===== src/design/cnbt_pkg.sv =====
package cnbt_pkg;
   // register offsets
   localparam logic [7:0] OFS_STATUS   = 8'h22;
   localparam logic [7:0] OFS_IRQ      = 8'h23;
   localparam logic [7:0] OFS_ACODE    = 8'h24;
   localparam logic [7:0] OFS_AMASK    = 8'h25;
   localparam logic [7:0] OFS_BT0      = 8'h26;
   localparam logic [7:0] OFS_BT1      = 8'h27;
   localparam logic [7:0] OFS_CTRL     = 8'h20;
   localparam logic [7:0] OFS_CMD      = 8'h21;
   // irq flag positions
   localparam int IRQ_RX   = 0;
   localparam int IRQ_TX   = 1;
   localparam int IRQ_ERR  = 2;
   localparam int IRQ_OVR  = 3;
   localparam int IRQ_WAKE = 4;
   // control register positions
   localparam int CTL_RST_REQ = 0;
   localparam int CTL_RX_IE   = 1;
   localparam int CTL_TX_IE   = 2;
   localparam int CTL_ERR_IE  = 3;
   localparam int CTL_OVR_IE  = 4;
   // command register positions
   localparam int CMD_SLEEP   = 4;
   localparam int CMD_REL_RX  = 2;
   localparam int CMD_CLR_OVR = 3;
   // status register positions
   localparam int ST_RX_FULL  = 0;
   localparam int ST_OVR      = 1;
   localparam int ST_TX_ACC   = 2;
   localparam int ST_ERR_WARN = 6;
   localparam int ST_BUS_OFF  = 7;
   // field positions in timing registers
   localparam int BT0_SJW_LSB  = 6;
   localparam int BT1_TRIPLE_SAMPLE_SEL     = 7;
   localparam int BT1_TS2_LSB  = 4;
   // reset values
   localparam logic [7:0] RST_CTRL = 8'h01;
   localparam logic [7:0] RST_BT0  = 8'h00;
   localparam logic [7:0] RST_BT1  = 8'h23;
   // error counter limits
   localparam logic [8:0] ERR_WARN_LIM = 9'h060;
   localparam logic [8:0] ERR_OFF_LIM  = 9'h100;
   typedef enum logic [1:0] {
      SEG_SYNC = 2'b00,
      SEG_ONE  = 2'b01,
      SEG_TWO  = 2'b10
   } cnbt_seg_t;
endpackage


===== src/design/cnbt_bit_timer.sv =====
`timescale 1ns/1ps
// time quantum prescaler and bit segment sequencer
module cnbt_bit_timer #(
   parameter int PW = 6
) (
   input  wire logic          core_clk_i,
   input  wire logic          nrst_i,
   input  wire logic          run_i,
   input  wire logic [PW-1:0] prescale_i,
   input  wire logic [1:0]    jump_width_i,
   input  wire logic [3:0]    first_segment_i,
   input  wire logic [2:0]    second_segment_i,
   input  wire logic          triple_i,
   input  wire logic          rx_i,
   output logic               sample_o,
   output logic               rx_bit_o,
   output logic               tx_point_o
);
   logic [PW-1:0]       pre_q, pre_d;
   logic [4:0]          qc_q, qc_d;
   cnbt_pkg::cnbt_seg_t seg_q, seg_d;
   logic [1:0]          smp_q, smp_d;
   logic                rx_prev_q, rx_prev_d;
   logic                bit_q, bit_d;
   logic                spl_q, spl_d;
   logic                txp_q, txp_d;
   logic                tq;
   logic                edge_det;
   logic [4:0]          ts1_len, ts2_len, sjw_len;

   assign tq       = (pre_q == prescale_i);
   assign ts1_len  = {1'b0, first_segment_i} + 5'h01;
   assign ts2_len  = {2'b00, second_segment_i} + 5'h01;
   assign sjw_len  = {3'b000, jump_width_i} + 5'h01;
   assign edge_det = rx_i != rx_prev_q;
   assign sample_o   = spl_q;
   assign rx_bit_o   = bit_q;
   assign tx_point_o = txp_q;

   always_comb begin
      pre_d     = tq ? '0 : pre_q + 1'b1;
      qc_d      = qc_q;
      seg_d     = seg_q;
      smp_d     = smp_q;
      rx_prev_d = rx_i;
      bit_d     = bit_q;
      spl_d     = 1'b0;
      txp_d     = 1'b0;
      if (!run_i) begin
         pre_d = '0;
         qc_d  = 5'h00;
         seg_d = cnbt_pkg::SEG_SYNC;
      end else if (tq) begin
         // bit time = sync quantum + first segment + second segment
         case (seg_q)
            cnbt_pkg::SEG_SYNC: begin
               seg_d = cnbt_pkg::SEG_ONE;
               qc_d  = 5'h01;
            end
            cnbt_pkg::SEG_ONE: begin
               if (edge_det && qc_q < sjw_len) begin
                  qc_d = 5'h01;
               end else if (qc_q >= ts1_len) begin
                  seg_d = cnbt_pkg::SEG_TWO;
                  qc_d  = 5'h01;
               end else begin
                  qc_d = qc_q + 5'h01;
               end
               smp_d = {smp_q[0], rx_i};
               if (qc_q >= ts1_len) begin
                  spl_d = 1'b1;
                  if (triple_i) begin
                     bit_d = (smp_q[1] & smp_q[0]) | (smp_q[1] & rx_i) | (smp_q[0] & rx_i);
                  end else begin
                     bit_d = rx_i;
                  end
               end
            end
            cnbt_pkg::SEG_TWO: begin
               if (edge_det && (ts2_len - qc_q) < sjw_len) begin
                  seg_d = cnbt_pkg::SEG_ONE;
                  qc_d  = 5'h01;
                  txp_d = 1'b1;
               end else if (qc_q >= ts2_len) begin
                  seg_d = cnbt_pkg::SEG_SYNC;
                  qc_d  = 5'h00;
                  txp_d = 1'b1;
               end else begin
                  qc_d = qc_q + 5'h01;
               end
            end
            default: begin
               seg_d = cnbt_pkg::SEG_SYNC;
               qc_d  = 5'h00;
            end
         endcase
      end
   end

   always_ff @(posedge core_clk_i) begin
      if (!nrst_i) begin
         pre_q     <= '0;
         qc_q      <= 5'h00;
         seg_q     <= cnbt_pkg::SEG_SYNC;
         smp_q     <= 2'h3;
         rx_prev_q <= 1'b1;
         bit_q     <= 1'b1;
         spl_q     <= 1'b0;
         txp_q     <= 1'b0;
      end else begin
         pre_q     <= pre_d;
         qc_q      <= qc_d;
         seg_q     <= seg_d;
         smp_q     <= smp_d;
         rx_prev_q <= rx_prev_d;
         bit_q     <= bit_d;
         spl_q     <= spl_d;
         txp_q     <= txp_d;
      end
   end

   AST_SAMPLE_ONE_CYCLE: assert property (@(posedge core_clk_i) disable iff (!nrst_i)
      sample_o |=> !sample_o) else $error("sample pulse longer than one cycle");
endmodule


===== src/design/cnbt_core.sv =====
// The address-and-strobe port is this design's own decision.
`timescale 1ns/1ps
// Functional notes
// - bus activity in sleep clears sleep bit, then sets wake flag
// - wake flag clears on irq register read or external reset
// - overrun sets overrun flag when overrun irq enabled
// - overrun, tx, rx flags clear on read or reset request
// - error or bus status change sets error flag when enabled
// - end of transmission sets tx flag if buffer accessible and enabled
// - new message sets rx flag together with rx buffer full
// - every message stored; only accepted ones signal the cpu
// - code compared with identifier bits 10..3, qualified by mask
// - mask 0 means must match, mask 1 means don't care
// - accepted message goes to free buffer, else overrun
// - resync jump width 1 to 4 quanta from 2-bit field
// - 6-bit prescaler sets the time quantum
// - sampling bit selects three samples or one per bit
// - bus sampled at sample point, third sample in triple mode
// - transmitter drives new bit at the transmit point
// - segment lengths are field value plus one
// - bit time is sync plus first plus second segment
// - transmit counter at 256 enters bus-off and sets reset request
// - error warning set when either counter reaches 96
module cnbt_core #(
   parameter int PW = 6
) (
   input  wire logic       core_clk_i,
   input  wire logic       nrst_i,
   input  wire logic [7:0] addr_i,
   input  wire logic [7:0] wdata_i,
   input  wire logic       wr_i,
   input  wire logic       rd_i,
   output logic      [7:0] rdata_o,
   input  wire logic       bus_activity_i,
   input  wire logic       msg_done_i,
   input  wire logic [7:0] upper_identifier_i,
   input  wire logic       tx_end_i,
   input  wire logic       tx_buf_accessible_i,
   input  wire logic [8:0] rx_err_cnt_i,
   input  wire logic [8:0] tx_err_cnt_i,
   input  wire logic       rx_i,
   output logic            irq_o,
   output logic            sample_o,
   output logic            rx_bit_o,
   output logic            tx_point_o,
   output logic            store_o,
   output logic            store_buf_o,
   output logic            bus_off_o
);
   logic [7:0] id_accept_code_q, id_accept_code_d;
   logic [7:0] id_accept_mask_q, id_accept_mask_d;
   logic [7:0] bit_timing_prescale_q, bit_timing_prescale_d;
   logic [7:0] bit_timing_segments_q, bit_timing_segments_d;
   logic [7:0] control_reg_q, control_reg_d;
   logic       sleep_q, sleep_d;
   logic [4:0] irq_flags_q, irq_flags_d;
   logic [1:0] buf_full_q, buf_full_d;
   logic       cur_buf_q, cur_buf_d;
   logic       ovr_q, ovr_d;
   logic       warn_q, warn_d;
   logic       off_q, off_d;
   logic [7:0] rdata_q, rdata_d;
   logic       irq_q, irq_d;
   logic       store_q, store_d;
   logic       store_buf_q, store_buf_d;
   logic       wake_pend_q, wake_pend_d;
   logic       rst_req, cfg_open, rd_irq, accept, no_free, overrun_ev;
   logic [7:0] hit;
   logic [7:0] status_reg;

   assign rst_req  = control_reg_q[cnbt_pkg::CTL_RST_REQ];
   assign cfg_open = rst_req;
   assign rd_irq   = rd_i && addr_i == cnbt_pkg::OFS_IRQ;

   // per-bit acceptance compare
   for (genvar g = 0; g < 8; g++) begin : g_flt
      assign hit[g] = id_accept_mask_q[g] | (id_accept_code_q[g] == upper_identifier_i[g]);
   end
   assign accept     = &hit;
   assign no_free    = &buf_full_q;
   assign overrun_ev = msg_done_i && accept && no_free;

   assign status_reg = {off_q, warn_q, 3'b000, tx_buf_accessible_i, ovr_q, buf_full_q[0]};

   always_comb begin
      id_accept_code_d      = id_accept_code_q;
      id_accept_mask_d      = id_accept_mask_q;
      bit_timing_prescale_d = bit_timing_prescale_q;
      bit_timing_segments_d = bit_timing_segments_q;
      control_reg_d         = control_reg_q;
      sleep_d               = sleep_q;
      buf_full_d            = buf_full_q;
      cur_buf_d             = cur_buf_q;
      ovr_d                 = ovr_q;
      store_d               = 1'b0;
      store_buf_d           = store_buf_q;
      wake_pend_d           = 1'b0;
      rdata_d               = 8'h00;
      if (wr_i) begin
         case (addr_i)
            cnbt_pkg::OFS_CTRL: control_reg_d = wdata_i;
            cnbt_pkg::OFS_CMD: begin
               sleep_d = wdata_i[cnbt_pkg::CMD_SLEEP];
               if (wdata_i[cnbt_pkg::CMD_CLR_OVR]) begin
                  ovr_d = 1'b0;
               end
               if (wdata_i[cnbt_pkg::CMD_REL_RX]) begin
                  buf_full_d = {1'b0, buf_full_q[1]};
               end
            end
            cnbt_pkg::OFS_ACODE: if (cfg_open) id_accept_code_d = wdata_i;
            cnbt_pkg::OFS_AMASK: if (cfg_open) id_accept_mask_d = wdata_i;
            cnbt_pkg::OFS_BT0:   if (cfg_open) bit_timing_prescale_d = wdata_i;
            cnbt_pkg::OFS_BT1:   if (cfg_open) bit_timing_segments_d = wdata_i;
            default: ;
         endcase
      end
      if (rd_i) begin
         case (addr_i)
            cnbt_pkg::OFS_CTRL:   rdata_d = control_reg_q;
            cnbt_pkg::OFS_CMD:    rdata_d = {3'b000, sleep_q, 4'h0};
            cnbt_pkg::OFS_STATUS: rdata_d = status_reg;
            cnbt_pkg::OFS_IRQ:    rdata_d = {3'b000, irq_flags_q};
            cnbt_pkg::OFS_ACODE:  rdata_d = cfg_open ? id_accept_code_q : 8'h00;
            cnbt_pkg::OFS_AMASK:  rdata_d = cfg_open ? id_accept_mask_q : 8'h00;
            cnbt_pkg::OFS_BT0:    rdata_d = cfg_open ? bit_timing_prescale_q : 8'h00;
            cnbt_pkg::OFS_BT1:    rdata_d = cfg_open ? bit_timing_segments_q : 8'h00;
            default:              rdata_d = 8'h00;
         endcase
      end
      // wake: clear sleep first, flag follows a cycle later
      if (sleep_q && bus_activity_i) begin
         sleep_d     = 1'b0;
         wake_pend_d = 1'b1;
      end
      if (msg_done_i) begin
         store_d     = 1'b1;
         store_buf_d = cur_buf_q;
         if (accept && !no_free) begin
            // fill the cpu side slot first so a release hands messages over in order
            if (buf_full_d[0]) begin
               buf_full_d[1] = 1'b1;
            end else begin
               buf_full_d[0] = 1'b1;
            end
         end
      end
      cur_buf_d = buf_full_d[0];
      if (overrun_ev) begin
         ovr_d = 1'b1;
      end
      warn_d = (rx_err_cnt_i >= cnbt_pkg::ERR_WARN_LIM) ||
               (tx_err_cnt_i >= cnbt_pkg::ERR_WARN_LIM);
      off_d  = off_q;
      if (tx_err_cnt_i >= cnbt_pkg::ERR_OFF_LIM) begin
         off_d                                = 1'b1;
         control_reg_d[cnbt_pkg::CTL_RST_REQ] = 1'b1;
      end else if (!rst_req && tx_err_cnt_i == 9'h000) begin
         off_d = 1'b0;
      end
   end

   // flags: set wins over read clear
   always_comb begin
      irq_flags_d = irq_flags_q;
      if (rd_irq) begin
         irq_flags_d = 5'h00;
      end
      if (rst_req) begin
         irq_flags_d[cnbt_pkg::IRQ_OVR] = 1'b0;
         irq_flags_d[cnbt_pkg::IRQ_TX]  = 1'b0;
         irq_flags_d[cnbt_pkg::IRQ_RX]  = 1'b0;
      end
      if (wake_pend_q) begin
         irq_flags_d[cnbt_pkg::IRQ_WAKE] = 1'b1;
      end
      if (overrun_ev && control_reg_q[cnbt_pkg::CTL_OVR_IE]) begin
         irq_flags_d[cnbt_pkg::IRQ_OVR] = 1'b1;
      end
      if (control_reg_q[cnbt_pkg::CTL_ERR_IE] && (warn_d != warn_q || off_d != off_q)) begin
         irq_flags_d[cnbt_pkg::IRQ_ERR] = 1'b1;
      end
      if (tx_end_i && tx_buf_accessible_i && control_reg_q[cnbt_pkg::CTL_TX_IE]) begin
         irq_flags_d[cnbt_pkg::IRQ_TX] = 1'b1;
      end
      if (msg_done_i && accept && !no_free && control_reg_q[cnbt_pkg::CTL_RX_IE]) begin
         irq_flags_d[cnbt_pkg::IRQ_RX] = 1'b1;
      end
      irq_d = |irq_flags_d;
   end

   always_ff @(posedge core_clk_i) begin
      if (!nrst_i) begin
         id_accept_code_q      <= 8'h00;
         id_accept_mask_q      <= 8'hFF;
         bit_timing_prescale_q <= cnbt_pkg::RST_BT0;
         bit_timing_segments_q <= cnbt_pkg::RST_BT1;
         control_reg_q         <= cnbt_pkg::RST_CTRL;
         sleep_q               <= 1'b0;
         irq_flags_q           <= 5'h00;
         buf_full_q            <= 2'b00;
         cur_buf_q             <= 1'b0;
         ovr_q                 <= 1'b0;
         warn_q                <= 1'b0;
         off_q                 <= 1'b0;
         rdata_q               <= 8'h00;
         irq_q                 <= 1'b0;
         store_q               <= 1'b0;
         store_buf_q           <= 1'b0;
         wake_pend_q           <= 1'b0;
      end else begin
         id_accept_code_q      <= id_accept_code_d;
         id_accept_mask_q      <= id_accept_mask_d;
         bit_timing_prescale_q <= bit_timing_prescale_d;
         bit_timing_segments_q <= bit_timing_segments_d;
         control_reg_q         <= control_reg_d;
         sleep_q               <= sleep_d;
         irq_flags_q           <= irq_flags_d;
         buf_full_q            <= buf_full_d;
         cur_buf_q             <= cur_buf_d;
         ovr_q                 <= ovr_d;
         warn_q                <= warn_d;
         off_q                 <= off_d;
         rdata_q               <= rdata_d;
         irq_q                 <= irq_d;
         store_q               <= store_d;
         store_buf_q           <= store_buf_d;
         wake_pend_q           <= wake_pend_d;
      end
   end

   assign rdata_o     = rdata_q;
   assign irq_o       = irq_q;
   assign store_o     = store_q;
   assign store_buf_o = store_buf_q;
   assign bus_off_o   = off_q;

   cnbt_bit_timer #(
      .PW(PW)
   ) u_timer (
      .core_clk_i      (core_clk_i),
      .nrst_i          (nrst_i),
      .run_i           (!rst_req),
      .prescale_i      (bit_timing_prescale_q[PW-1:0]),
      .jump_width_i    (bit_timing_prescale_q[cnbt_pkg::BT0_SJW_LSB +: 2]),
      .first_segment_i (bit_timing_segments_q[3:0]),
      .second_segment_i(bit_timing_segments_q[cnbt_pkg::BT1_TS2_LSB +: 3]),
      .triple_i        (bit_timing_segments_q[cnbt_pkg::BT1_TRIPLE_SAMPLE_SEL]),
      .rx_i            (rx_i),
      .sample_o        (sample_o),
      .rx_bit_o        (rx_bit_o),
      .tx_point_o      (tx_point_o)
   );

   AST_WAKE_ORDER: assert property (@(posedge core_clk_i) disable iff (!nrst_i)
      (sleep_q && bus_activity_i) |=> !sleep_q ##1 irq_flags_q[cnbt_pkg::IRQ_WAKE])
      else $error("wake flag not set after sleep clear");
   AST_READ_CLEARS_WAKE: assert property (@(posedge core_clk_i) disable iff (!nrst_i)
      (rd_irq && !wake_pend_q) |=> !irq_flags_q[cnbt_pkg::IRQ_WAKE])
      else $error("wake flag survived read");
   AST_OVR_SET: assert property (@(posedge core_clk_i) disable iff (!nrst_i)
      (overrun_ev && control_reg_q[cnbt_pkg::CTL_OVR_IE]) |=> irq_flags_q[cnbt_pkg::IRQ_OVR])
      else $error("overrun flag not set");
   AST_RR_CLEARS: assert property (@(posedge core_clk_i) disable iff (!nrst_i)
      (rst_req && !overrun_ev && !msg_done_i && !tx_end_i)
      |=> (irq_flags_q[1:0] == 2'b00 && !irq_flags_q[cnbt_pkg::IRQ_OVR]))
      else $error("rx/tx/overrun flags set under reset request");
   AST_READ_CLEARS_TX: assert property (@(posedge core_clk_i) disable iff (!nrst_i)
      (rd_irq && !tx_end_i) |=> !irq_flags_q[cnbt_pkg::IRQ_TX])
      else $error("tx flag survived read");
   AST_ERR_SET: assert property (@(posedge core_clk_i) disable iff (!nrst_i)
      (control_reg_q[cnbt_pkg::CTL_ERR_IE] && (warn_d != warn_q || off_d != off_q))
      |=> irq_flags_q[cnbt_pkg::IRQ_ERR])
      else $error("error flag not set on status change");
   AST_TX_GATE: assert property (@(posedge core_clk_i) disable iff (!nrst_i)
      (!irq_flags_q[cnbt_pkg::IRQ_TX] && !tx_buf_accessible_i) |=> !irq_flags_q[cnbt_pkg::IRQ_TX])
      else $error("tx flag without accessible buffer");
   AST_RX_WITH_FULL: assert property (@(posedge core_clk_i) disable iff (!nrst_i)
      $rose(irq_flags_q[cnbt_pkg::IRQ_RX]) |-> |buf_full_q)
      else $error("rx flag without full buffer");
   AST_RX_SET: assert property (@(posedge core_clk_i) disable iff (!nrst_i)
      (msg_done_i && accept && !no_free && control_reg_q[cnbt_pkg::CTL_RX_IE])
      |=> (irq_flags_q[cnbt_pkg::IRQ_RX] && buf_full_q[0]))
      else $error("rx flag and buffer full not set together");
   AST_STORE_EVERY: assert property (@(posedge core_clk_i) disable iff (!nrst_i)
      msg_done_i |=> store_o)
      else $error("message not stored");
   AST_FILTER_REJECT: assert property (@(posedge core_clk_i) disable iff (!nrst_i)
      (msg_done_i && !accept) |=> $stable(buf_full_q) || $past(wr_i))
      else $error("rejected message claimed buffer");
   AST_CFG_LOCKED: assert property (@(posedge core_clk_i) disable iff (!nrst_i)
      (wr_i && !cfg_open && addr_i == cnbt_pkg::OFS_ACODE) |=> $stable(id_accept_code_q))
      else $error("acceptance code written outside reset request");
   AST_TX_POINT_PULSE: assert property (@(posedge core_clk_i) disable iff (!nrst_i)
      tx_point_o |=> !tx_point_o)
      else $error("transmit point pulse longer than one cycle");
   AST_BUS_OFF: assert property (@(posedge core_clk_i) disable iff (!nrst_i)
      (tx_err_cnt_i >= cnbt_pkg::ERR_OFF_LIM) |=> off_q && rst_req)
      else $error("bus-off not entered");
   AST_WARN: assert property (@(posedge core_clk_i) disable iff (!nrst_i)
      (rx_err_cnt_i >= cnbt_pkg::ERR_WARN_LIM) |=> warn_q)
      else $error("warning status missing");
   AST_IRQ_OUT: assert property (@(posedge core_clk_i) disable iff (!nrst_i)
      ##1 (irq_o == |irq_flags_q))
      else $error("irq output does not follow flags");

   COV_WAKE: cover property (@(posedge core_clk_i) irq_flags_q[cnbt_pkg::IRQ_WAKE]);
   COV_ACCEPT: cover property (@(posedge core_clk_i) msg_done_i && accept);
   COV_OVERRUN: cover property (@(posedge core_clk_i) overrun_ev);
   COV_SAMPLE: cover property (@(posedge core_clk_i) sample_o);
endmodule


===== config.mk =====
export PLATFORM = sky130hd
export DESIGN_NAME = cnbt_core
export DESIGN_NICKNAME = d
export VERILOG_FILES = /design/src/design/cnbt_pkg.sv /design/src/design/cnbt_bit_timer.sv /design/src/design/cnbt_core.sv
export SDC_FILE = /design/constraint.sdc
export NUM_CORES = 1
export LEC_CHECK = 0
export ABC_AREA = 1
export BUFFER_PORTS_ARGS = -buffer_cell sky130_fd_sc_hd__buf_2
export CORE_ASPECT_RATIO = 1.2
export CORE_MARGIN = 2
export CORE_UTILIZATION = 52
export CTS_BUF_LIST = sky130_fd_sc_hd__clkbuf_16
export CTS_CLUSTER_DIAMETER = 150
export DETAILED_ROUTE_END_ITERATION = 7
export PLACE_DENSITY_LB_ADDON = 0.3
export SYNTH_ARGS = -nofsm -noshare
export SYNTH_HDL_FRONTEND = slang
export SYNTH_SLANG_ARGS = --single-unit

===== constraint.sdc =====
create_clock -name core_clk_i -period 2 [get_ports core_clk_i]
set_input_delay 0.3 -clock core_clk_i [delete_from_list [all_inputs] [get_ports core_clk_i]]
set_output_delay 0.3 -clock core_clk_i [all_outputs]
set_load 0.03 [all_outputs]

Word level (Yosys, flattened, before mapping)
Cells that the tools add are included.
- register bits after elaboration: 83
- input port bits: 51
- output and inout bits: 15
- word-level logic and storage cells: 166
- add/sub/neg operators: 6
- order comparisons: 7
- eq/ne operators: 25
- mux-type cells: 41
- bitwise operators: 18
- reductions and logical operators: 43
- operators by type and width (cell ; number):
    == test 8 x 6 -> 1 bit (second input constant) ; 8
    case mux 8 bit (8 select lines) ; 1
    2-to-1 mux 8 bit ; 4
    2-to-1 mux 5 bit ; 5
    2-to-1 mux 2 bit ; 10
    2-to-1 mux 1 bit ; 19
    greater-or-equal comparator 9 x 7 -> 1 bit (second input constant) ; 2
    AND reduction 3 bit ; 6
    case mux 5 bit (3 select lines) ; 1
    logical AND 1 bit ; 14
    greater-or-equal comparator 5 bit ; 2
    less-than comparator 5 bit ; 2
    OR 1 bit ; 10
    greater-or-equal comparator 9 bit (second input constant) ; 1
    logical NOT 9 bit ; 1
    == test 1 bit ; 8
    AND reduction 2 bit ; 4
    AND reduction 4 bit ; 2
    AND reduction 8 bit ; 1
    OR reduction 4 bit ; 2
    adder 6 x 1 -> 6 bit (second input constant) ; 1
    == test 6 bit ; 1
    case mux 2 bit (3 select lines) ; 1
    nonzero test 2 bit ; 3
    other kinds (19) ; 31

Longest topological paths before layout
Gate-level depths: netlist of the first run.
- depth after elaboration: 9
- gate-level depth with buffers: 14
- depth with buffers taken out: 14

By module
Synthesis of the first run repeated with hierarchy kept, for this count alone.
- cells, all modules: 662
- area total of the unflattened synthesis: 4558.1 um^2
- by module, submodules not included (module ; instances ; cells each ; area each (um^2) ; sequential area each (um^2)):
    cnbt_core ; 1 ; 422 ; 2982.9 ; 1261.2
    cnbt_bit_timer ; 1 ; 240 ; 1575.3 ; 380.4

Worst setup path before layout of the first run
No wires, ideal clock.
- path kind: reg2reg
- from: reg bit_timing_segments_q[4]
- to: reg u_timer.qc_q[3]
- setup time: 0.114 ns
- arrival: 2.082 ns
- data required time: 1.886 ns
- path slack: -0.195 ns
- stages on the path, launching flop included: 14
- buffers on the path: 0
- clock period less this slack: 2.195 ns
- cells stage by stage: dfxtp_1 -> ha_1 -> inv_1 -> fa_1 -> inv_1 -> ha_1 -> o21ai_0 -> nand2_1 -> a21oi_1 -> nand3_1 -> nand2_1 -> o21ai_2 -> nand3b_1 -> nand2_1
- cells in the longest elaborated chain, start to end: 6
- elaborated cells on any way between the ends: 8
- those cells by class: 2 x add/sub; 2 x order compare; 3 x mux; 1 x reduce/logical
- RTL lines (what ; line ; text):
    from (decl) ; cnbt_core.sv:53 ; logic [7:0] bit_timing_segments_q, bit_timing_segments_d;
    from (signal assigned) ; cnbt_core.sv:197 ; bit_timing_segments_q <= cnbt_pkg::RST_BT1;
    from (signal assigned) ; cnbt_core.sv:215 ; bit_timing_segments_q <= bit_timing_segments_d;
    adder 3 x 1 -> 4 bit * ; cnbt_bit_timer.sv:33 ; assign ts2_len = {2'b00, second_segment_i} + 5'h01;
    subtractor 5 bit ; cnbt_bit_timer.sv:80 ; if (edge_det && (ts2_len - qc_q) < sjw_len) begin
    less-than comparator 5 bit ; cnbt_bit_timer.sv:80 ;
    logical AND 1 bit ; cnbt_bit_timer.sv:80 ;
    2-to-1 mux 5 bit * ; cnbt_bit_timer.sv:80 ;
    case mux 5 bit (3 select lines) * ; cnbt_bit_timer.sv:55 ; case (seg_q)
    to (signal assigned) ; cnbt_bit_timer.sv:112 ; qc_q <= qc_d;
    to (decl) ; cnbt_bit_timer.sv:20 ; logic [4:0] qc_q, qc_d;
Mark *: on every way between the ends. The rest lies on a longest branch, timed or not.
A chain may end at the register's enable or synchronous reset.

Worst setup path after layout of the first run
- from: reg bit_timing_segments_q[4]
- to: reg u_timer.seg_q[1]
- cells in the longest elaborated chain, start to end: 6
- elaborated cells on any way between the ends: 9
- those cells by class: 2 x add/sub; 2 x order compare; 1 x eq/ne; 2 x mux; 2 x reduce/logical
- RTL lines (what ; line ; text):
    adder 3 x 1 -> 4 bit * ; cnbt_bit_timer.sv:33 ;
    subtractor 5 bit ; cnbt_bit_timer.sv:80 ;
    less-than comparator 5 bit ; cnbt_bit_timer.sv:80 ;
    logical AND 1 bit ; cnbt_bit_timer.sv:80 ;
    inequality test 3 x 1 -> 1 bit (no line) or 2-to-1 mux 2 bit (tied branches) ; -- ;
    AND reduction 4 bit (no line) or case mux 2 bit (3 select lines) (tied branches) ; -- ;
    to (signal assigned) ; cnbt_bit_timer.sv:104 ; seg_q <= cnbt_pkg::SEG_SYNC;
    to (signal assigned) ; cnbt_bit_timer.sv:113 ; seg_q <= seg_d;
    to (decl) ; cnbt_bit_timer.sv:21 ; cnbt_pkg::cnbt_seg_t seg_q, seg_d;
Marks and branches as above.

==> impl_metrics.env, run 1 <==
export IMPL_status="complete, but fails checks"
export IMPL_violated_checks="negative setup slack"
export IMPL_finalHoldWorstSlack_ps=180
export IMPL_ys_async_sr_fraction_pct=0
export IMPL_slew_limit_headroom_pct=68.4
export IMPL_worstSetupStartpoint="bit_timing_segments_q[4]$_SDFFE_PN0P_"
export IMPL_grt_met1_usage_pct=28.0
export IMPL_chipWidth_microns=90.6
export IMPL_post_route_period_util_pct=116
export IMPL_busiest_layer="met2"
export IMPL_post_drt_wl_per_cell_microns=14.9
export IMPL_synthTopCellsByArea="sky130_fd_sc_hd__dfxtp_1 35%, sky130_fd_sc_hd__nand2_1 10%, sky130_fd_sc_hd__inv_1 8.3%, sky130_fd_sc_hd__a21oi_1 5.6%, sky130_fd_sc_hd__ha_1 4.8%"
export IMPL_synth_main_ff_cell="sky130_fd_sc_hd__dfxtp_1"
export IMPL_cts_hold_buf=0
export IMPL_fmax_ghz=0.431
export IMPL_cts_buffer_count=9
export IMPL_power_frac_clock_pct=47.3
export IMPL_commonest_cells_in_the_netlist="127 x sky130_fd_sc_hd__nand2_1, 103 x sky130_fd_sc_hd__inv_1, 82 x sky130_fd_sc_hd__dfxtp_1, 52 x sky130_fd_sc_hd__a21oi_1, 49 x sky130_fd_sc_hd__nor2_1"
export IMPL_place_congestion=0.890
export IMPL_share_of_total_power_in_sequential_cells_pct=46.2
export IMPL_comb_power_share_pct=6.6
export IMPL_via_per_inst=5.40
export IMPL_final_cells=833
export IMPL_worstReg2RegStart="bit_timing_segments_q[4]$_SDFFE_PN0P_"
export IMPL_area_growth_syn_to_layout_pct=16.8
export IMPL_hold_depth=3
export IMPL_io_pins=66
export IMPL_gr_usage_met2_pct=47.8
export IMPL_via_count=4500
export IMPL_arrival_ps=2560
export IMPL_die_outline_area_sq_um=9770
export IMPL_netlist_area_leader_share_pct=35.1
export IMPL_multiInputGateArea_sq_um=2540
export IMPL_p_int_uw=2700
export IMPL_reg2regPathDepth=13
export IMPL_die_height_microns=108
export IMPL_grtUsageMet3_pct=4.20
export IMPL_placement_io_buffers=60
export IMPL_sw_frac_of_total_pct=24.7
export IMPL_final_setup_skew_ps=10.8
export IMPL_grt_remaining_overflow=0
export IMPL_final_util_pct=63.1
export IMPL_cell_at_the_root_of_the_clock_tree="sky130_fd_sc_hd__clkbuf_16"
export IMPL_yosysTopAreaCell="sky130_fd_sc_hd__dfxtp_1"
export IMPL_initial_antenna_violation_count=0
export IMPL_cts_tree="done"
export IMPL_number_of_standard_cells_after_synthesis=642
export IMPL_routed_wl_microns=12400
export IMPL_synthMostInstantiatedCell="sky130_fd_sc_hd__nand2_1"
export IMPL_path_max_fanout=3
export IMPL_maxSlewViolCount=0
export IMPL_initial_core_utilization_pct=54.0
export IMPL_tritoncts_num_sinks=82
export IMPL_pin_count_of_the_biggest_net_entering_global_routing=36
export IMPL_num_fill_cells=799
export IMPL_startpoint_type="flop"
export IMPL_layout_nets=781
export IMPL_rsz_0062_raised_after_global_routing="yes"
export IMPL_grt_first_pass_wirelength_microns=20200
export IMPL_timing_final_crit_period_ps=2320
export IMPL_setup_violations=8
export IMPL_required_ps=2240
export IMPL_final_setup_worst_slack_ps=-322
export IMPL_worstSetupPathType="flop to flop"
export IMPL_end_kind="flop"
export IMPL_leakagePower_uw=0.00263
export IMPL_floorplan_rows=37
export IMPL_pre_cts_slack_ps=-397
export IMPL_h_tree_level_count=3
export IMPL_syn_area_sq_um=4680
export IMPL_synth_edf_count=0
export IMPL_insertedDiodeCount=0
export IMPL_grt_pass1_vias=4361
export IMPL_flip_flop_and_latch_count_after_synthesis=82
export IMPL_clkLatencyLatePin_ps=350
export IMPL_timing_hold_violations_final=0
export IMPL_sequential_area_sq_um=1650
export IMPL_power_per_cell_area_nw_per_um2=655
export IMPL_hold_start="msg_done_i"
export IMPL_ant_nets=0
export IMPL_sw_pwr_uw=884
export IMPL_floorplan_core_area_sq_um=8660
export IMPL_first_pass_iteration_count_of_the_detailed_router=5
export IMPL_max_slew_worst_pin_slew_ps=472
export IMPL_detail_route_drc_violations=0
export IMPL_drv_cap=0
export IMPL_vdd_drop_max_uv=514
export IMPL_grtUsageTotal_pct=26.4
export IMPL_synth_sequential_area_ratio_pct=35.1
export IMPL_fin_tns_setup_ps=-2430
export IMPL_place_hpwl_microns=9410
export IMPL_syn_nets=712
export IMPL_ctsLongestPathBuffers=2
export IMPL_drive_above_1_share_pct=21.2
export IMPL_cts_reportedPaths_clkPinSlew_ps=70
export IMPL_hold_class="input pin to flop"
export IMPL_synth_warnings=0
export IMPL_drtIter0Drc=255
export IMPL_synth_cell_type_count=45
export IMPL_syn_mean_instance_area_sq_um=7.28
export IMPL_dp_cells=816
-- through the flow --
step | total power, uW | cell area (sq um)
4_1_cts | 3600 | 5450
3_3_place_gp | 1910 | 5120
6_report | 3580 | 5460
5_1_grt | 3690 | 5460
3_5_place_dp | 1920 | 5120
2_1_floorplan | 1820 | 4690
-- worst paths after layout --
| path | endpoint | slack, ps |
|---|---|---|
| max reg2reg | u_timer.seg_q[1]$_SDFFE_PP0P_ | -320 |
| min reg2reg | id_accept_mask_q[6]$_SDFFE_PN1P_ | 470 |
| max | u_timer.seg_q[1]$_SDFFE_PP0P_ | -320 |
| min | store_o$_SDFF_PN0_ | 180 |
-- cell families after synthesis --
kind of cell	Yosys count	synth area share, %
fa+ha+maj	19	5.24
compound gates	133	17.3
buf+inv	127	11.5
xor+xnor	11	2.06
simple gates	270	28.9
flops	82	35.1
-- flip-flops by register name, indices dropped and copies added (netlist names), 2 cells and up --
register               cells
bit_timing_segments_q      8
u_timer.seg_q              2
u_timer.smp_q              2
id_accept_mask_q           8
bit_timing_prescale_q      8
u_timer.pre_q              6
u_timer.qc_q               5
buf_full_q                 2
control_reg_q              8
rdata_o                    8
irq_flags_q                5
id_accept_code_q           8
-- timing repair --
action,CTS,global route
endpoints found under the setup margin,8,9
resized for setup,5,5
buffers inserted,1,0
pin swaps,4,2
endpoints found under the hold margin,0,0
-- per-layer routing --
metal / wire (microns) / share of wire (%)
met2: 6220 / 50
met3: 617 / 5.0
met1: 4870 / 39
met5: 0 / 0
met4: 726 / 5.8
-- layout make-up --
type	count	area share (%)
clock buffers	9	4.12
clock inverters	7	1.37
multi-input cells	433	46.6
repair buffers	72	7.15
well taps	117	2.68
inverters	113	7.95
flip-flops and latches	82	30.1
-- critical path: stages (launching register included) --
cell and delay (ps):
sky130_fd_sc_hd__dfxtp_2 340, sky130_fd_sc_hd__ha_4 270, sky130_fd_sc_hd__inv_2 30, sky130_fd_sc_hd__fa_1 480, sky130_fd_sc_hd__inv_1 50, sky130_fd_sc_hd__ha_1 260, sky130_fd_sc_hd__o21ai_1 70, sky130_fd_sc_hd__nand2_1 90
sky130_fd_sc_hd__a21oi_2 160, sky130_fd_sc_hd__nand3_2 150, sky130_fd_sc_hd__nand2_4 120, sky130_fd_sc_hd__nand2_1 60, sky130_fd_sc_hd__nand2_1 70, sky130_fd_sc_hd__a21oi_1 60
-- power by group through the flow --
stage | combinational, uW | sequential (uW) | clock (uW)
6_report | 235 | 1650 | 1690
5_1_grt | 258 | 1650 | 1780
4_1_cts | 233 | 1650 | 1710
3_5_place_dp | 230 | 1690 | 0
3_3_place_gp | 226 | 1690 | 0
2_1_floorplan | 129 | 1700 | 0
-- layout by cell type, fill, tap and decap left out, types with 7 or more instances in the layout --
cell type                   count
sky130_fd_sc_hd__a211oi_2       9
sky130_fd_sc_hd__a21oi_1       51
sky130_fd_sc_hd__buf_2         60
sky130_fd_sc_hd__buf_4         12
sky130_fd_sc_hd__clkbuf_16      9
sky130_fd_sc_hd__dfxtp_1       78
sky130_fd_sc_hd__ha_1          16
sky130_fd_sc_hd__inv_1        102
sky130_fd_sc_hd__inv_2          7
sky130_fd_sc_hd__nand2_1      126
sky130_fd_sc_hd__nand2_2        7
sky130_fd_sc_hd__nand3_1       41
sky130_fd_sc_hd__nand4_1        8
sky130_fd_sc_hd__nor2_1        49
sky130_fd_sc_hd__nor3_1         8
sky130_fd_sc_hd__o211ai_1      14
sky130_fd_sc_hd__o21ai_0       31
sky130_fd_sc_hd__o21ai_1        8
sky130_fd_sc_hd__o22ai_1       12
sky130_fd_sc_hd__xor2_1         9
Power figures use the tool's default switching activity.
==> run 2: changes to the inputs <==
==> constraint.sdc (replaced) <==
create_clock -name core_clk_i -period 2 [get_ports core_clk_i]
set_input_delay 0.5 -clock core_clk_i [delete_from_list [all_inputs] [get_ports core_clk_i]]
set_output_delay 0.5 -clock core_clk_i [all_outputs]
set_load 0.03 [all_outputs]
==> run 2 against run 1 <==
  * The flow still finishes with violations (negative setup slack)
  * Final cell count up 0.48%
  * Design area increased by 1.4%
  * Critical path depth unchanged
  * Die area is the same
  * Clock power grew 8%
  * Sequential power about the same
  * Sequential cell count unchanged
  * Wire length fell by 2.1%
  * Clock skew decreased by 0.79 ps
  * Utilization is 0.90 points higher
  * Critical path type unchanged
  * Largest cell class unchanged
==> impl_metrics.env, run 2 (same netlist as run 1, synthesis figures left out) <==
export IMPL_cts_setup_buffers=0
export IMPL_power_frac_clock_pct=49.2
export IMPL_crit_path_cell_chain="ha_4 -> inv_2 -> fa_1 -> inv_1 -> ha_1 -> o21ai_1 -> nand2_1 -> a21oi_2 -> nand3_2 -> nand2_2 -> o21ai_2 -> nand3b_1 -> nand2_1"
export IMPL_drtIter0Drc=301
export IMPL_clkLatencyLatePin_ps=340
export IMPL_final_setup_worst_slack_ps=-256
export IMPL_worstSetupEndpoint="u_timer.qc_q[3]$_SDFFE_PP0N_"
export IMPL_vdd_drop_max_uv=481
export IMPL_layout_common_cells="126 x sky130_fd_sc_hd__nand2_1, 102 x sky130_fd_sc_hd__inv_1, 77 x sky130_fd_sc_hd__dfxtp_1"
export IMPL_post_route_period_util_pct=113
export IMPL_sw_frac_of_total_pct=23.9
export IMPL_cts_buffer_count=9
export IMPL_critical_path_top_delay_family="adder cells"
export IMPL_floorplan_rows=37
export IMPL_place_area_sq_um=5160
export IMPL_detail_route_drc_violations=0
export IMPL_end_kind="flop"
export IMPL_placement_io_buffers=60
export IMPL_cp_buffers_inverters=2
export IMPL_ant_nets=0
export IMPL_die_outline_area_sq_um=9770
export IMPL_design_area_sq_um=5540
export IMPL_hold_class="input pin to flop"
export IMPL_sequential_area_sq_um=1650
export IMPL_leakagePower_uw=0.00268
export IMPL_grt_pass1_vias=4423
export IMPL_layout_nets=785
export IMPL_rsz_0062_raised_after_global_routing="yes"
export IMPL_pin_count_of_the_biggest_net_entering_global_routing=26
export IMPL_path_max_fanout=4
export IMPL_critical_path_most_common_cell="sky130_fd_sc_hd__nand2_1"
export IMPL_violated_checks="negative setup slack"
export IMPL_slew_limit_headroom_pct=71.3
export IMPL_num_fill_cells=796
export IMPL_drv_cap=0
export IMPL_critical_path_cell_count=13
export IMPL_first_pass_iteration_count_of_the_detailed_router=5
export IMPL_grt_first_pass_wirelength_microns=20300
export IMPL_worstSetupPathType="flop to flop"
export IMPL_timing_final_crit_period_ps=2260
export IMPL_ctsLongestPathBuffers=2
export IMPL_finalHoldWorstSlack_ps=376
export IMPL_chipWidth_microns=90.6
export IMPL_setup_violations=8
export IMPL_cts_reportedPaths_clkPinSlew_ps=70
export IMPL_reg2regPathDepth=13
export IMPL_endpoint_of_the_worst_register_to_register_path="u_timer.qc_q[3]$_SDFFE_PP0N_"
export IMPL_post_drt_wl_per_cell_microns=14.5
export IMPL_required_ps=2240
export IMPL_mostFrequentLayoutCell="sky130_fd_sc_hd__nand2_1"
export IMPL_initial_core_utilization_pct=54.0
export IMPL_p_int_uw=2830
export IMPL_cell_at_the_root_of_the_clock_tree="sky130_fd_sc_hd__clkbuf_16"
export IMPL_grtUsageTotal_pct=26.0
export IMPL_multiInputGateArea_sq_um=2560
export IMPL_routed_wl_microns=12200
export IMPL_tritoncts_num_sinks=82
export IMPL_initial_antenna_violation_count=0
export IMPL_place_hpwl_microns=9470
export IMPL_comb_power_share_pct=6.4
export IMPL_power_per_cell_area_nw_per_um2=671
export IMPL_fmax_ghz=0.443
export IMPL_worstSetupStartpoint="bit_timing_segments_q[4]$_SDFFE_PN0P_"
export IMPL_timing_hold_violations_final=0
export IMPL_worstReg2RegStart="bit_timing_segments_q[4]$_SDFFE_PN0P_"
export IMPL_insertedDiodeCount=0
export IMPL_area_growth_syn_to_layout_pct=18.5
export IMPL_place_congestion=0.865
export IMPL_via_per_inst=5.39
export IMPL_final_setup_skew_ps=10.0
export IMPL_sw_pwr_uw=888
export IMPL_maxSlewViolCount=0
export IMPL_arrival_ps=2490
export IMPL_io_pins=66
export IMPL_grt_remaining_overflow=0
export IMPL_via_count=4512
export IMPL_status="complete, but fails checks"
export IMPL_die_height_microns=108
export IMPL_cts_tree="done"
export IMPL_startpoint_type="flop"
export IMPL_floorplan_core_area_sq_um=8660
export IMPL_max_slew_worst_pin_slew_ps=429
export IMPL_cp_max_delay_cell="sky130_fd_sc_hd__fa_1"
export IMPL_cts_hold_buf=0
export IMPL_drive_above_1_share_pct=22.5
export IMPL_h_tree_level_count=3
export IMPL_share_of_total_power_in_sequential_cells_pct=44.4
export IMPL_cpPeakStageDelay_ps=470
export IMPL_r2r_slack_ps=-260
-- run 2: cell types whose count changed in the layout (fill, tap and decap cells not counted), sizes merged --
cell,delta
bufinv,+1
inv,-1
clkinvlp,-2
clkinv,+2
buf,+4
-- run 2: layout make-up --
| cell class | count | area share, % |
|---|---|---|
| clock buffers | 9 | 4.07 |
| clock inverters | 7 | 1.83 |
| inverters | 113 | 7.84 |
| multi-input cells | 433 | 46.3 |
| flip-flops and latches | 82 | 29.8 |
| well taps | 117 | 2.64 |
| repair buffers | 76 | 7.59 |
-- run 2: power groups by stage --
stage / Sequential (uW) / Combinational, uW / Clock, uW
finish: 1650 / 240 / 1830
global placement: 1690 / 230 / 0
floorplan: 1700 / 129 / 0
global route: 1650 / 263 / 1900
detailed placement: 1690 / 236 / 0
CTS: 1650 / 238 / 1840
-- run 2: what timing repair did --
action / CTS / global route
endpoints found under the setup margin: 8 / 10
pin swaps: 5 / 3
resized for setup: 3 / 11
-- run 2: routing by layer --
metal | global-route usage [%] | wire (microns) | vias up
met4 | 11.8 | 422 | 0
met2 | 47.9 | 6260 | 138
li1 | - | - | 2250
met1 | 29.4 | 4960 | 2091
met5 | 0 | 0 | -
met3 | 4.34 | 528 | 33
-- run 2: how the worst min path moves through the flow --
| stage | start | endpoint | cells after the start |
|---|---|---|---|
| after floorplan | id_accept_mask_q[6]$_SDFFE_PN1P_ | id_accept_mask_q[6]$_SDFFE_PN1P_ | 2 |
| after global placement | id_accept_mask_q[7]$_SDFFE_PN1P_ | id_accept_mask_q[7]$_SDFFE_PN1P_ | 2 |
| after detailed placement | id_accept_mask_q[6]$_SDFFE_PN1P_ | id_accept_mask_q[6]$_SDFFE_PN1P_ | 2 |
| after CTS | msg_done_i | store_o$_SDFF_PN0_ | 3 |
| after global routing | bus_activity_i | wake_pend_q$_SDFF_PN0_ | 3 |
| final | msg_done_i | store_o$_SDFF_PN0_ | 3 |
-- run 2: tightest hold or removal path: cells and delay by family --
family	cells	cell delay (ps)
buf+inv	2	150
simple gates	1	50
-- run 2: stage by stage --
stage	setup TNS, ps	utilization, %	worst slack, ps	power [uW]	instances
2_1_floorplan	-764	-	-137	1820	642
3_3_place_gp	-2110	59.6	-316	1920	821
3_5_place_dp	-2410	59.6	-361	1920	821
4_1_cts	-1740	63.5	-269	3730	837
5_1_grt	-2660	64.0	-380	3810	837
6_report	-1670	64.0	-256	3720	837
